### config.mk
export PLATFORM = sky130hd
export DESIGN_NAME = ipic_top
export DESIGN_NICKNAME = d
export VERILOG_FILES = /design/src/core/ipic_pkg.sv /design/src/core/ipic_top.sv
export SDC_FILE = /design/constraint.sdc
export NUM_CORES = 1
export LEC_CHECK = 0
export ABC_AREA = 1
export BUFFER_PORTS_ARGS = -buffer_cell sky130_fd_sc_hd__buf_2
export CORE_ASPECT_RATIO = 1.5
export CORE_MARGIN = 2
export CORE_UTILIZATION = 35
export CTS_CLUSTER_DIAMETER = 100
export CTS_CLUSTER_SIZE = 10
export DETAILED_ROUTE_END_ITERATION = 10
export PLACE_DENSITY = 0.7
export REMOVE_ABC_BUFFERS = 1
export SLEW_MARGIN = 20
export SYNTH_ARGS = -nofsm -noshare
export SYNTH_HDL_FRONTEND = slang
export SYNTH_SLANG_ARGS = --single-unit
### constraint.sdc
create_clock -name hclk -period 9.3 [get_ports hclk]
set_input_delay 1.86 -clock hclk [delete_from_list [all_inputs] [get_ports hclk]]
set_output_delay 1.86 -clock hclk [all_outputs]
set_load 0.03 [all_outputs]
### src/core/ipic_pkg.sv
// shared constants and carrier types for the interrupt priority controller
package ipic_pkg;

  // register indices; byte address is four times the index
  localparam logic [7:0] IDX_EN_MAIN = 8'ha8;
  localparam logic [7:0] IDX_PH_MAIN = 8'hb7;
  localparam logic [7:0] IDX_PL_MAIN = 8'hb8;
  localparam logic [7:0] IDX_EN_BO = 8'he8;
  localparam logic [7:0] IDX_PH_BO = 8'hf7;
  localparam logic [7:0] IDX_PL_BO = 8'hf8;
  localparam logic [7:0] IDX_PWR = 8'h87;
  localparam logic [7:0] IDX_STAT = 8'h90;

  localparam logic [7:0] REG_RST = 8'h00;
  localparam logic [7:0] MAIN_MASK = 8'h7f;
  localparam int GATE_BIT = 7;
  localparam int BO_EN_BIT = 3;
  localparam int BO_PRIO_BIT = 4;
  localparam int PWR_IDLE_BIT = 0;
  localparam int PWR_PD_BIT = 1;

  // sources in polling order, index 0 polled first
  localparam logic [2:0] SRC_EXT0 = 3'h0;
  localparam logic [2:0] SRC_BO = 3'h1;
  localparam logic [2:0] SRC_EXT1 = 3'h3;

  // enable/priority bit of each source in the main registers
  localparam logic [7:0][2:0] SRC_BIT = {
    3'h5, 3'h4, 3'h6, 3'h3, 3'h2, 3'h1, 3'h0, 3'h0};

  localparam logic [7:0][15:0] SRC_VEC = {
    16'h002b, 16'h0023, 16'h0033, 16'h001b,
    16'h0013, 16'h000b, 16'h004b, 16'h0003};

  localparam logic [1:0] HTRANS_NONSEQ = 2'h2;

  typedef struct packed {
    logic ack;
    logic reti;
  } ipic_cpu_in_t;

  typedef struct packed {
    logic req;
    logic [1:0] level;
    logic [2:0] src;
    logic [15:0] vector;
  } ipic_irq_out_t;

endpackage : ipic_pkg

### src/core/ipic_top.sv
// interrupt priority controller with idle and power-down control
// Functional notes
// - eight request sources arbitrated over four priority levels
// - serial and spi share one request and vector 0023H
// - equal level: ext0, brownout, t0, ext1, t1, pca, serial, t2
// - fixed vector per source; brownout has its own flag at bit 1
// - enable bit 7 gates all servicing globally
// - main enable bits 6..0 per source enables
// - brownout enable at bit 3 of second enable register
// - low priority bits 6..0 in enable register order
// - high priority bits 6..0 in the same order
// - brownout low/high priority at bit 4 of two registers
// - six registers reset to 00H; bit access is a cpu matter
// - idle bit halts the program counter
// - clock and all interrupt sources keep running in idle
// - registers keep contents during idle
// - start of interrupt service clears the idle bit
// - only enabled level external interrupts end power-down
`timescale 1ns/100ps
`default_nettype none

module ipic_top (
  input wire logic hclk,
  input wire logic hresetn,
  input wire logic hsel,
  input wire logic [31:0] haddr,
  input wire logic [1:0] htrans,
  input wire logic hwrite,
  input wire logic [2:0] hsize,
  input wire logic [31:0] hwdata,
  input wire logic hready,
  output logic [31:0] hrdata,
  output logic hreadyout,
  output logic hresp,
  input wire logic [7:0] src_flag,
  input wire logic [1:0] ext_level_mode,
  input wire ipic_pkg::ipic_cpu_in_t cpu_in,
  output ipic_pkg::ipic_irq_out_t irq_out,
  output logic pc_halt,
  output logic clk_stop
);

  logic [7:0] en_main_q;
  logic [7:0] ph_main_q;
  logic [7:0] pl_main_q;
  logic [7:0] en_bo_q;
  logic [7:0] ph_bo_q;
  logic [7:0] pl_bo_q;
  logic idle_q;
  logic pd_q;
  logic [3:0] in_svc_q;
  logic [3:0] in_svc_d;
  ipic_pkg::ipic_irq_out_t irq_q;
  ipic_pkg::ipic_irq_out_t irq_d;

  logic wr_pend_q;
  logic rd_pend_q;
  logic [11:0] dph_addr_q;
  logic [31:0] hrdata_q;
  logic hreadyout_q;
  logic [31:0] rd_d;
  logic addr_take;

  logic [7:0] elig;
  logic [7:0][1:0] lvl;
  logic [7:0] wake_src;
  logic win_ok;
  logic [2:0] win_idx;
  logic [1:0] win_lvl;
  logic act_any;
  logic [1:0] act_lvl;
  logic preempt_ok;
  logic wake;
  logic gate;

  assign gate = en_main_q[ipic_pkg::GATE_BIT];

  // per-source eligibility and level
  for (genvar s = 0; s < 8; s++) begin : g_src
    logic en_s;
    logic hi_s;
    logic lo_s;
    if (s == int'(ipic_pkg::SRC_BO)) begin : g_bo
      assign en_s = en_bo_q[ipic_pkg::BO_EN_BIT];
      assign hi_s = ph_bo_q[ipic_pkg::BO_PRIO_BIT];
      assign lo_s = pl_bo_q[ipic_pkg::BO_PRIO_BIT];
    end else begin : g_main
      assign en_s = en_main_q[ipic_pkg::SRC_BIT[s]];
      assign hi_s = ph_main_q[ipic_pkg::SRC_BIT[s]];
      assign lo_s = pl_main_q[ipic_pkg::SRC_BIT[s]];
    end
    assign lvl[s] = {hi_s, lo_s};
    if (s == int'(ipic_pkg::SRC_EXT0)) begin : g_w0
      assign wake_src[s] = ext_level_mode[0];
    end else if (s == int'(ipic_pkg::SRC_EXT1)) begin : g_w1
      assign wake_src[s] = ext_level_mode[1];
    end else begin : g_wn
      assign wake_src[s] = 1'b0;
    end
    // flag, own enable and gate; only wakers in power-down
    assign elig[s] = src_flag[s] & en_s & gate & (~pd_q | wake_src[s]);
  end

  // power-down ends on enabled level external request
  assign wake = pd_q & |(elig & wake_src);

  always_comb begin
    win_ok = 1'b0;
    win_idx = 3'h0;
    win_lvl = 2'h0;
    // walk backwards so the earliest poll slot wins a tie
    for (int i = 7; i >= 0; i--) begin
      if (elig[i] && (!win_ok || lvl[i] >= win_lvl)) begin
        win_ok = 1'b1;
        win_idx = 3'(i);
        win_lvl = lvl[i];
      end
    end
  end

  // highest level currently in service
  always_comb begin
    act_any = |in_svc_q;
    act_lvl = 2'h0;
    for (int l = 0; l < 4; l++) begin
      if (in_svc_q[l]) begin
        act_lvl = 2'(l);
      end
    end
  end

  assign preempt_ok = win_ok && (!act_any || win_lvl > act_lvl);

  // request drops in the ack cycle to avoid a stale repeat
  always_comb begin
    irq_d.req = preempt_ok & ~(cpu_in.ack & irq_q.req);
    irq_d.level = win_lvl;
    irq_d.src = win_idx;
    // fixed vector table, serial and spi share one slot
    irq_d.vector = ipic_pkg::SRC_VEC[win_idx];
  end

  always_ff @(posedge hclk or negedge hresetn) begin
    if (!hresetn) begin
      irq_q <= '0;
    end else begin
      irq_q <= irq_d;
    end
  end

  // reti retires the top level, ack then books the taken one
  always_comb begin
    in_svc_d = in_svc_q;
    if (cpu_in.reti && act_any) begin
      in_svc_d[act_lvl] = 1'b0;
    end
    if (cpu_in.ack && irq_q.req) begin
      in_svc_d[irq_q.level] = 1'b1;
    end
  end

  always_ff @(posedge hclk or negedge hresetn) begin
    if (!hresetn) begin
      in_svc_q <= 4'h0;
    end else begin
      in_svc_q <= in_svc_d;
    end
  end

  // bus address phase
  assign addr_take = hsel & hready & (htrans == ipic_pkg::HTRANS_NONSEQ);

  always_ff @(posedge hclk or negedge hresetn) begin
    if (!hresetn) begin
      wr_pend_q <= 1'b0;
      rd_pend_q <= 1'b0;
      dph_addr_q <= 12'h000;
    end else begin
      wr_pend_q <= addr_take & hwrite;
      rd_pend_q <= addr_take & ~hwrite;
      if (addr_take) begin
        dph_addr_q <= haddr[11:0];
      end
    end
  end

  // one wait state on reads while the registered read data is loaded
  always_ff @(posedge hclk or negedge hresetn) begin
    if (!hresetn) begin
      hreadyout_q <= 1'b1;
    end else begin
      hreadyout_q <= ~(addr_take & ~hwrite);
    end
  end

  // reserved bits are masked on write and read back zero
  // all six reset to zero; nothing here depends on idle
  always_ff @(posedge hclk or negedge hresetn) begin
    if (!hresetn) begin
      en_main_q <= ipic_pkg::REG_RST;
      ph_main_q <= ipic_pkg::REG_RST;
      pl_main_q <= ipic_pkg::REG_RST;
      en_bo_q <= ipic_pkg::REG_RST;
      ph_bo_q <= ipic_pkg::REG_RST;
      pl_bo_q <= ipic_pkg::REG_RST;
    end else if (wr_pend_q) begin
      case (dph_addr_q)
        {2'h0, ipic_pkg::IDX_EN_MAIN, 2'h0}: begin
          en_main_q <= hwdata[7:0];
        end
        {2'h0, ipic_pkg::IDX_PH_MAIN, 2'h0}: begin
          ph_main_q <= hwdata[7:0] & ipic_pkg::MAIN_MASK;
        end
        {2'h0, ipic_pkg::IDX_PL_MAIN, 2'h0}: begin
          pl_main_q <= hwdata[7:0] & ipic_pkg::MAIN_MASK;
        end
        {2'h0, ipic_pkg::IDX_EN_BO, 2'h0}: begin
          en_bo_q <= {4'h0, hwdata[ipic_pkg::BO_EN_BIT], 3'h0};
        end
        {2'h0, ipic_pkg::IDX_PH_BO, 2'h0}: begin
          ph_bo_q <= {3'h0, hwdata[ipic_pkg::BO_PRIO_BIT], 4'h0};
        end
        {2'h0, ipic_pkg::IDX_PL_BO, 2'h0}: begin
          pl_bo_q <= {3'h0, hwdata[ipic_pkg::BO_PRIO_BIT], 4'h0};
        end
        default: begin
        end
      endcase
    end
  end

  // software set wins over the hardware clear in the same cycle
  always_ff @(posedge hclk or negedge hresetn) begin
    if (!hresetn) begin
      idle_q <= 1'b0;
      pd_q <= 1'b0;
    end else begin
      if (cpu_in.ack && irq_q.req) begin
        idle_q <= 1'b0;
      end
      if (wake) begin
        pd_q <= 1'b0;
      end
      if (wr_pend_q && dph_addr_q == {2'h0, ipic_pkg::IDX_PWR, 2'h0}) begin
        // idle request halts the program counter
        if (hwdata[ipic_pkg::PWR_IDLE_BIT]) begin
          idle_q <= 1'b1;
        end
        if (hwdata[ipic_pkg::PWR_PD_BIT]) begin
          pd_q <= 1'b1;
        end
      end
    end
  end

  always_comb begin
    rd_d = 32'h0000_0000;
    case (dph_addr_q)
      {2'h0, ipic_pkg::IDX_EN_MAIN, 2'h0}: rd_d[7:0] = en_main_q;
      {2'h0, ipic_pkg::IDX_PH_MAIN, 2'h0}: rd_d[7:0] = ph_main_q;
      {2'h0, ipic_pkg::IDX_PL_MAIN, 2'h0}: rd_d[7:0] = pl_main_q;
      {2'h0, ipic_pkg::IDX_EN_BO, 2'h0}: rd_d[7:0] = en_bo_q;
      {2'h0, ipic_pkg::IDX_PH_BO, 2'h0}: rd_d[7:0] = ph_bo_q;
      {2'h0, ipic_pkg::IDX_PL_BO, 2'h0}: rd_d[7:0] = pl_bo_q;
      {2'h0, ipic_pkg::IDX_PWR, 2'h0}: rd_d[1:0] = {pd_q, idle_q};
      {2'h0, ipic_pkg::IDX_STAT, 2'h0}: begin
        rd_d[3:0] = in_svc_q;
        rd_d[4] = irq_q.req;
        rd_d[6:5] = irq_q.level;
        rd_d[10:8] = irq_q.src;
        rd_d[31:16] = irq_q.vector;
      end
      default: rd_d = 32'h0000_0000;
    endcase
  end

  always_ff @(posedge hclk or negedge hresetn) begin
    if (!hresetn) begin
      hrdata_q <= 32'h0000_0000;
    end else if (rd_pend_q) begin
      hrdata_q <= rd_d;
    end
  end

  // clock keeps running in idle; only pc halts
  always_ff @(posedge hclk or negedge hresetn) begin
    if (!hresetn) begin
      pc_halt <= 1'b0;
      clk_stop <= 1'b0;
    end else begin
      pc_halt <= (idle_q | pd_q) & ~(cpu_in.ack & irq_q.req) & ~wake;
      clk_stop <= pd_q & ~wake;
    end
  end

  assign hrdata = hrdata_q;
  assign hreadyout = hreadyout_q;
  assign hresp = 1'b0;
  assign irq_out = irq_q;

endmodule : ipic_top

`default_nettype wire

== Yosys cells after proc, flatten, opt, wreduce, memory -nomap -nowiden ==
Memories as Yosys holds them, arrays and structs flattened. A register that Yosys moved wholly into a read port is not among the register bits.
Cells that the tools add are included.
Word-level totals
  output and inout port bits: 58
  memories: 1
  logic and storage cells: 169
  input bits: 86
  bits in read-only memories: 128
  bits in registers: 81
Memory list
  (name not given): words 8, bits a word 16, read ports 1, clocked after Yosys merged registers in 1, wr ports 0, RTL line ipic_top.sv:140  | irq_d.vector = ipic_pkg::SRC_VEC[win_idx];
Cells by class
  muxes and demuxes: 44
  order comparisons: 12
  bitwise operators: 46
  reductions and logical operators: 38
  equal/unequal tests: 9
Operators by type and width (count)
  $eq A12 B10 Y1 const B: 8
  $pmux W5 S7: 1
  $and A1 B1 Y1: 34
  $mux W3: 9
  $mux W2: 10
  $mux W1: 18
  $mux W16: 1
  $ge A2 B2 Y1: 7
  $logic_and A1 B1 Y1: 13
  $reduce_and A2 Y1: 6
  $pmux W2 S5: 1
  $logic_not A1 Y1: 9
  $and A8 B4 Y8: 1
  $logic_or A1 B1 Y1: 8
  $mux W4: 2
  $reduce_or A8 Y1: 1
  $lt A2 B3 Y1 const B: 2
  $not A1 Y1: 5
  $and A4 B4 Y4: 1
  $demux W1 S2: 2
  $ge A2 B1 Y1 const B: 2
  $not A4 Y4: 1
  $or A4 B4 Y4: 1
  $reduce_or A4 Y1: 1
  3 further kinds: 5

== Longest topological paths before layout ==
  depth after elaboration: 36
  mapped depth: 69
  depth with buffers taken out: 69

== Worst setup path before layout ==
OpenSTA, ideal clock, no wires.
  path kind: input to register
  start point: input port src_flag[7]
  end point: register irq_q (netlist bit irq_out[21])
  setup slack: 804 ps
  arrival: 8373 ps
  cell stages on the path: 60
  required time: 9176 ps
  buffers on the path: 0
  library setup time: 124 ps
  cell sequence: nand2_1 nor2_4 inv_2 nor2_1 inv_1 ha_1 nand2_1 nand3_2 nand2_2 nand2_1 and2_1 ha_1 a21oi_1 nand2_1 nand2_2 nand2_1 o21ai_2 ha_1 (+24 left out) o22ai_1 inv_1 nand2_4 nand2_8 nand2_2 nand2_1 ha_1 o21ai_0 nand3b_1 nand2_2 inv_2 nand2_1 nand2_1 ha_1 inv_1 nor2_1 o21ai_0 a21oi_1
RTL lines
  start: declaration: RTL line ipic_top.sv:35  | input wire logic [7:0] src_flag,
  end signal: assignment: RTL line ipic_top.sv:147  | irq_q <= irq_d;
  end: declaration: RTL line ipic_top.sv:53  | ipic_pkg::ipic_irq_out_t irq_q;

==> impl_metrics.ini <==
[timing]
tightest_slew_ns = 0.9511
finalCritPeriodShare_pct = 94.24
max_freq_ghz = 0.1141
maxSlewHeadroom_pct = 36.59
fin_crit_ns = 8.765
clock_skew_ns = 0.009109
setup-violations-final = 0
drv_slew = 0
hold_viol = 0
timing.hold.ws_ns = 0.4772

[grt]
grt_overflow = 0
grt_pass1_wl_mm = 17.07
top_usage_layer = met2
met2_usage_pct = 27.81
grtUsageMet1_pct = 18.94
grt_max_degree = 76
grt_usage_pct = 16.44
met3_usage_pct = 3.335
antenna_found_initial = 0
grt_pass1_vias = 3593

[job]
drv_cap = 0

[logic_synthesis]
synth_cell_types = 40
synthArstFlopShare_pct = 100.0
yosys_register_bits = 75
netlist_area_mm2 = 0.004315
synth_top_area_share_pct = 42.91
synth-main-ff-cell = dfrtp_1
synth_edf_count = 0
yosysWarnings = 0
synth.avg_cell_area_um2 = 8.173
synth_largest_area_cell = dfrtp_1
synth_area_leaders = dfrtp_1 43%, nand2_1 12%, o21ai_0 5.8%, ha_1 5.2%, inv_1 5.0%
synthCells = 528
synth-seq-area-share_pct = 43.52

[route]
ant_nets = 0
post_drt_wl_per_cell_um = 13.93
num_vias = 3668
drt_first_pass_iters = 5
totalWireLength_mm = 10.59
drtIter0Drc = 281
drc = 0
vias_per_cell = 4.826

[setup_path]
crit_slowest_cell = ha_1
slowest_delay_ns = 0.29
crit_fanout = 7
regToRegSetupSlack_ns = 1.57
cp_data_required_time_ns = 9.54
cp-start-kind = input port
crit_family = simple AND/OR/NAND/NOR gates
critPathBufInv = 11
endpoint_kind = register
arrival_ns = 9.00
path_class = input port to register
crit_path_frequent_cell = nand2_1

[placed_design]
port_buffers = 70
gp_congestion = 0.9227
dp_hpwl_mm = 8.039

[layout]
nets = 706
multi_input_area_mm2 = 0.002047
n_antenna_cell = 0
utilization_pct = 42.33
drive_above_1_share_pct = 25.70
fill_cells = 1203
regArea_mm2 = 0.001878
final_common_cell = nand2_1
final_cell_mix = 141 x nand2_1, 74 x dfrtp_1, 69 x buf_2, 58 x inv_1, 49 x o21ai_0
syn2layout_area_growth_pct = 17.86

[clock_tree]
h-tree-depth = 3
cts_hold_buf = 0
cts_buffers = 9
path_clk_slew_ns = 0.07
cts_tree = done
root_buffer = clkbuf_16
cts.sink_count = 75
cts.path.max_buffers = 2
clk_latency_ns = 0.35

[floorplanning]
die_area_mm2 = 0.01325
rows = 49
fp.dieH_um = 140.0
die_w_um = 94.67
core_region_area_mm2 = 0.01202
top_level_ports = 144
start_util_pct = 35.91

[pwr]
leakagePower_nw = 2.643
peakVddDrop_mv = 0.07509
total_power_mw = 0.8712
power.density_mw_per_mm2 = 171.3

[run_status]
status = finished clean

[min_path]
hold_path.class = register to register
-- registers in the layout, indices dropped and copies added (netlist names), 4 cells and up --
register,count
dph_addr_q,12
en_main_q,8
hrdata,16
in_svc_q,4
irq_out,11
ph_main_q,7
pl_main_q,7
-- cell families (layout without fill, tap and decap cells) --
group | after synthesis | after routing | synth area share (%)
muxes | 4 | 4 | 1.044
adders and majority gates | 18 | 18 | 5.219
and+or+nand+nor | 238 | 238 | 26.67
buffers and inverters | 107 | 161 | 11.89
other | 2 | 27 | 0.1740
AOI/OAI and AO/OA | 84 | 84 | 11.48
DFF | 75 | 75 | 43.52
-- synth_stat cells, types with 3 or more instances --
library cell	n
a21oi_4	3
nand3_1	17
nand2_2	15
o21ai_0	50
a21oi_1	11
nor2_1	29
clkbuf_1	8
nand2_4	4
o22ai_1	9
inv_1	58
ha_1	18
dfrtp_1	74
nand2_1	142
mux2_2	4
nand3_2	9
inv_2	9
nor3_1	4
nor2_4	3
a211oi_1	3
buf_4	28
-- layout make-up --
type	count	area share, %
Timing Repair Buffer	75	7.675
Clock inverter	7	1.648
Sequential cell	75	36.92
Inverter	70	5.314
Clock buffer	9	4.428
Tap cell	153	3.764
Multi-Input combinational cell	371	40.25
-- report_power, final --
group / switching (mW) / internal (mW)
Combinational: 0.0989 / 0.0437
Clock: 0.151 / 0.212
Sequential: 0.0166 / 0.349
Total: 0.266 / 0.605
-- tightest hold or removal path, delay by kind of cell, from the launching register on --
kind / cells / cell delay (ns)
flip-flops: 1 / 0.34
AND/OR/NAND/NOR: 2 / 0.10
-- worst paths after layout --
path / cells past startpoint / startpoint / endpoint
max reg2reg: 64 / pd_q$_DFF_PN0_ / irq_out[21]$_DFF_PN0_
max in group asynchronous: 1 / hresetn / irq_out[3]$_DFF_PN0_
min reg2reg: 2 / dph_addr_q[10]$_DFFE_PN0P_ / dph_addr_q[10]$_DFFE_PN0P_
min: 2 / dph_addr_q[10]$_DFFE_PN0P_ / dph_addr_q[10]$_DFFE_PN0P_
max: 64 / src_flag[7] / irq_out[21]$_DFF_PN0_
min in group asynchronous: 1 / hresetn / pl_main_q[6]$_DFFE_PN0P_
-- metrics by stage --
stage          cell area [um2]  setup slack [ns]  setup TNS, ns  instances
3_5_place_dp              4708           0.06203              0        739
3_3_place_gp              4708            0.2371              0        739
2_1_floorplan             4164            0.8036              0        516
4_1_cts                   5017            0.3432              0        755
6_report                  5086            0.5353              0        760
5_1_grt                   5086           -0.1048        -0.1338        760
-- repair_timing --
| item | in CTS | in global routing |
|---|---|---|
| buffers inserted | 0 | 5 |
| endpoints found under the setup margin | 0 | 5 |
| endpoints found under the hold margin | 0 | 0 |
| resized for setup | 0 | 11 |
-- per-layer routing --
| layer | vias up | share of wire [%] |
|---|---|---|
| li1 | 1786 | - |
| met1 | 1715 | 38 |
| met2 | 132 | 52 |
| met3 | 35 | 5.2 |
| met4 | 0 | 4.9 |
| met5 | - | 0 |
(Power assumes the default switching activity.)
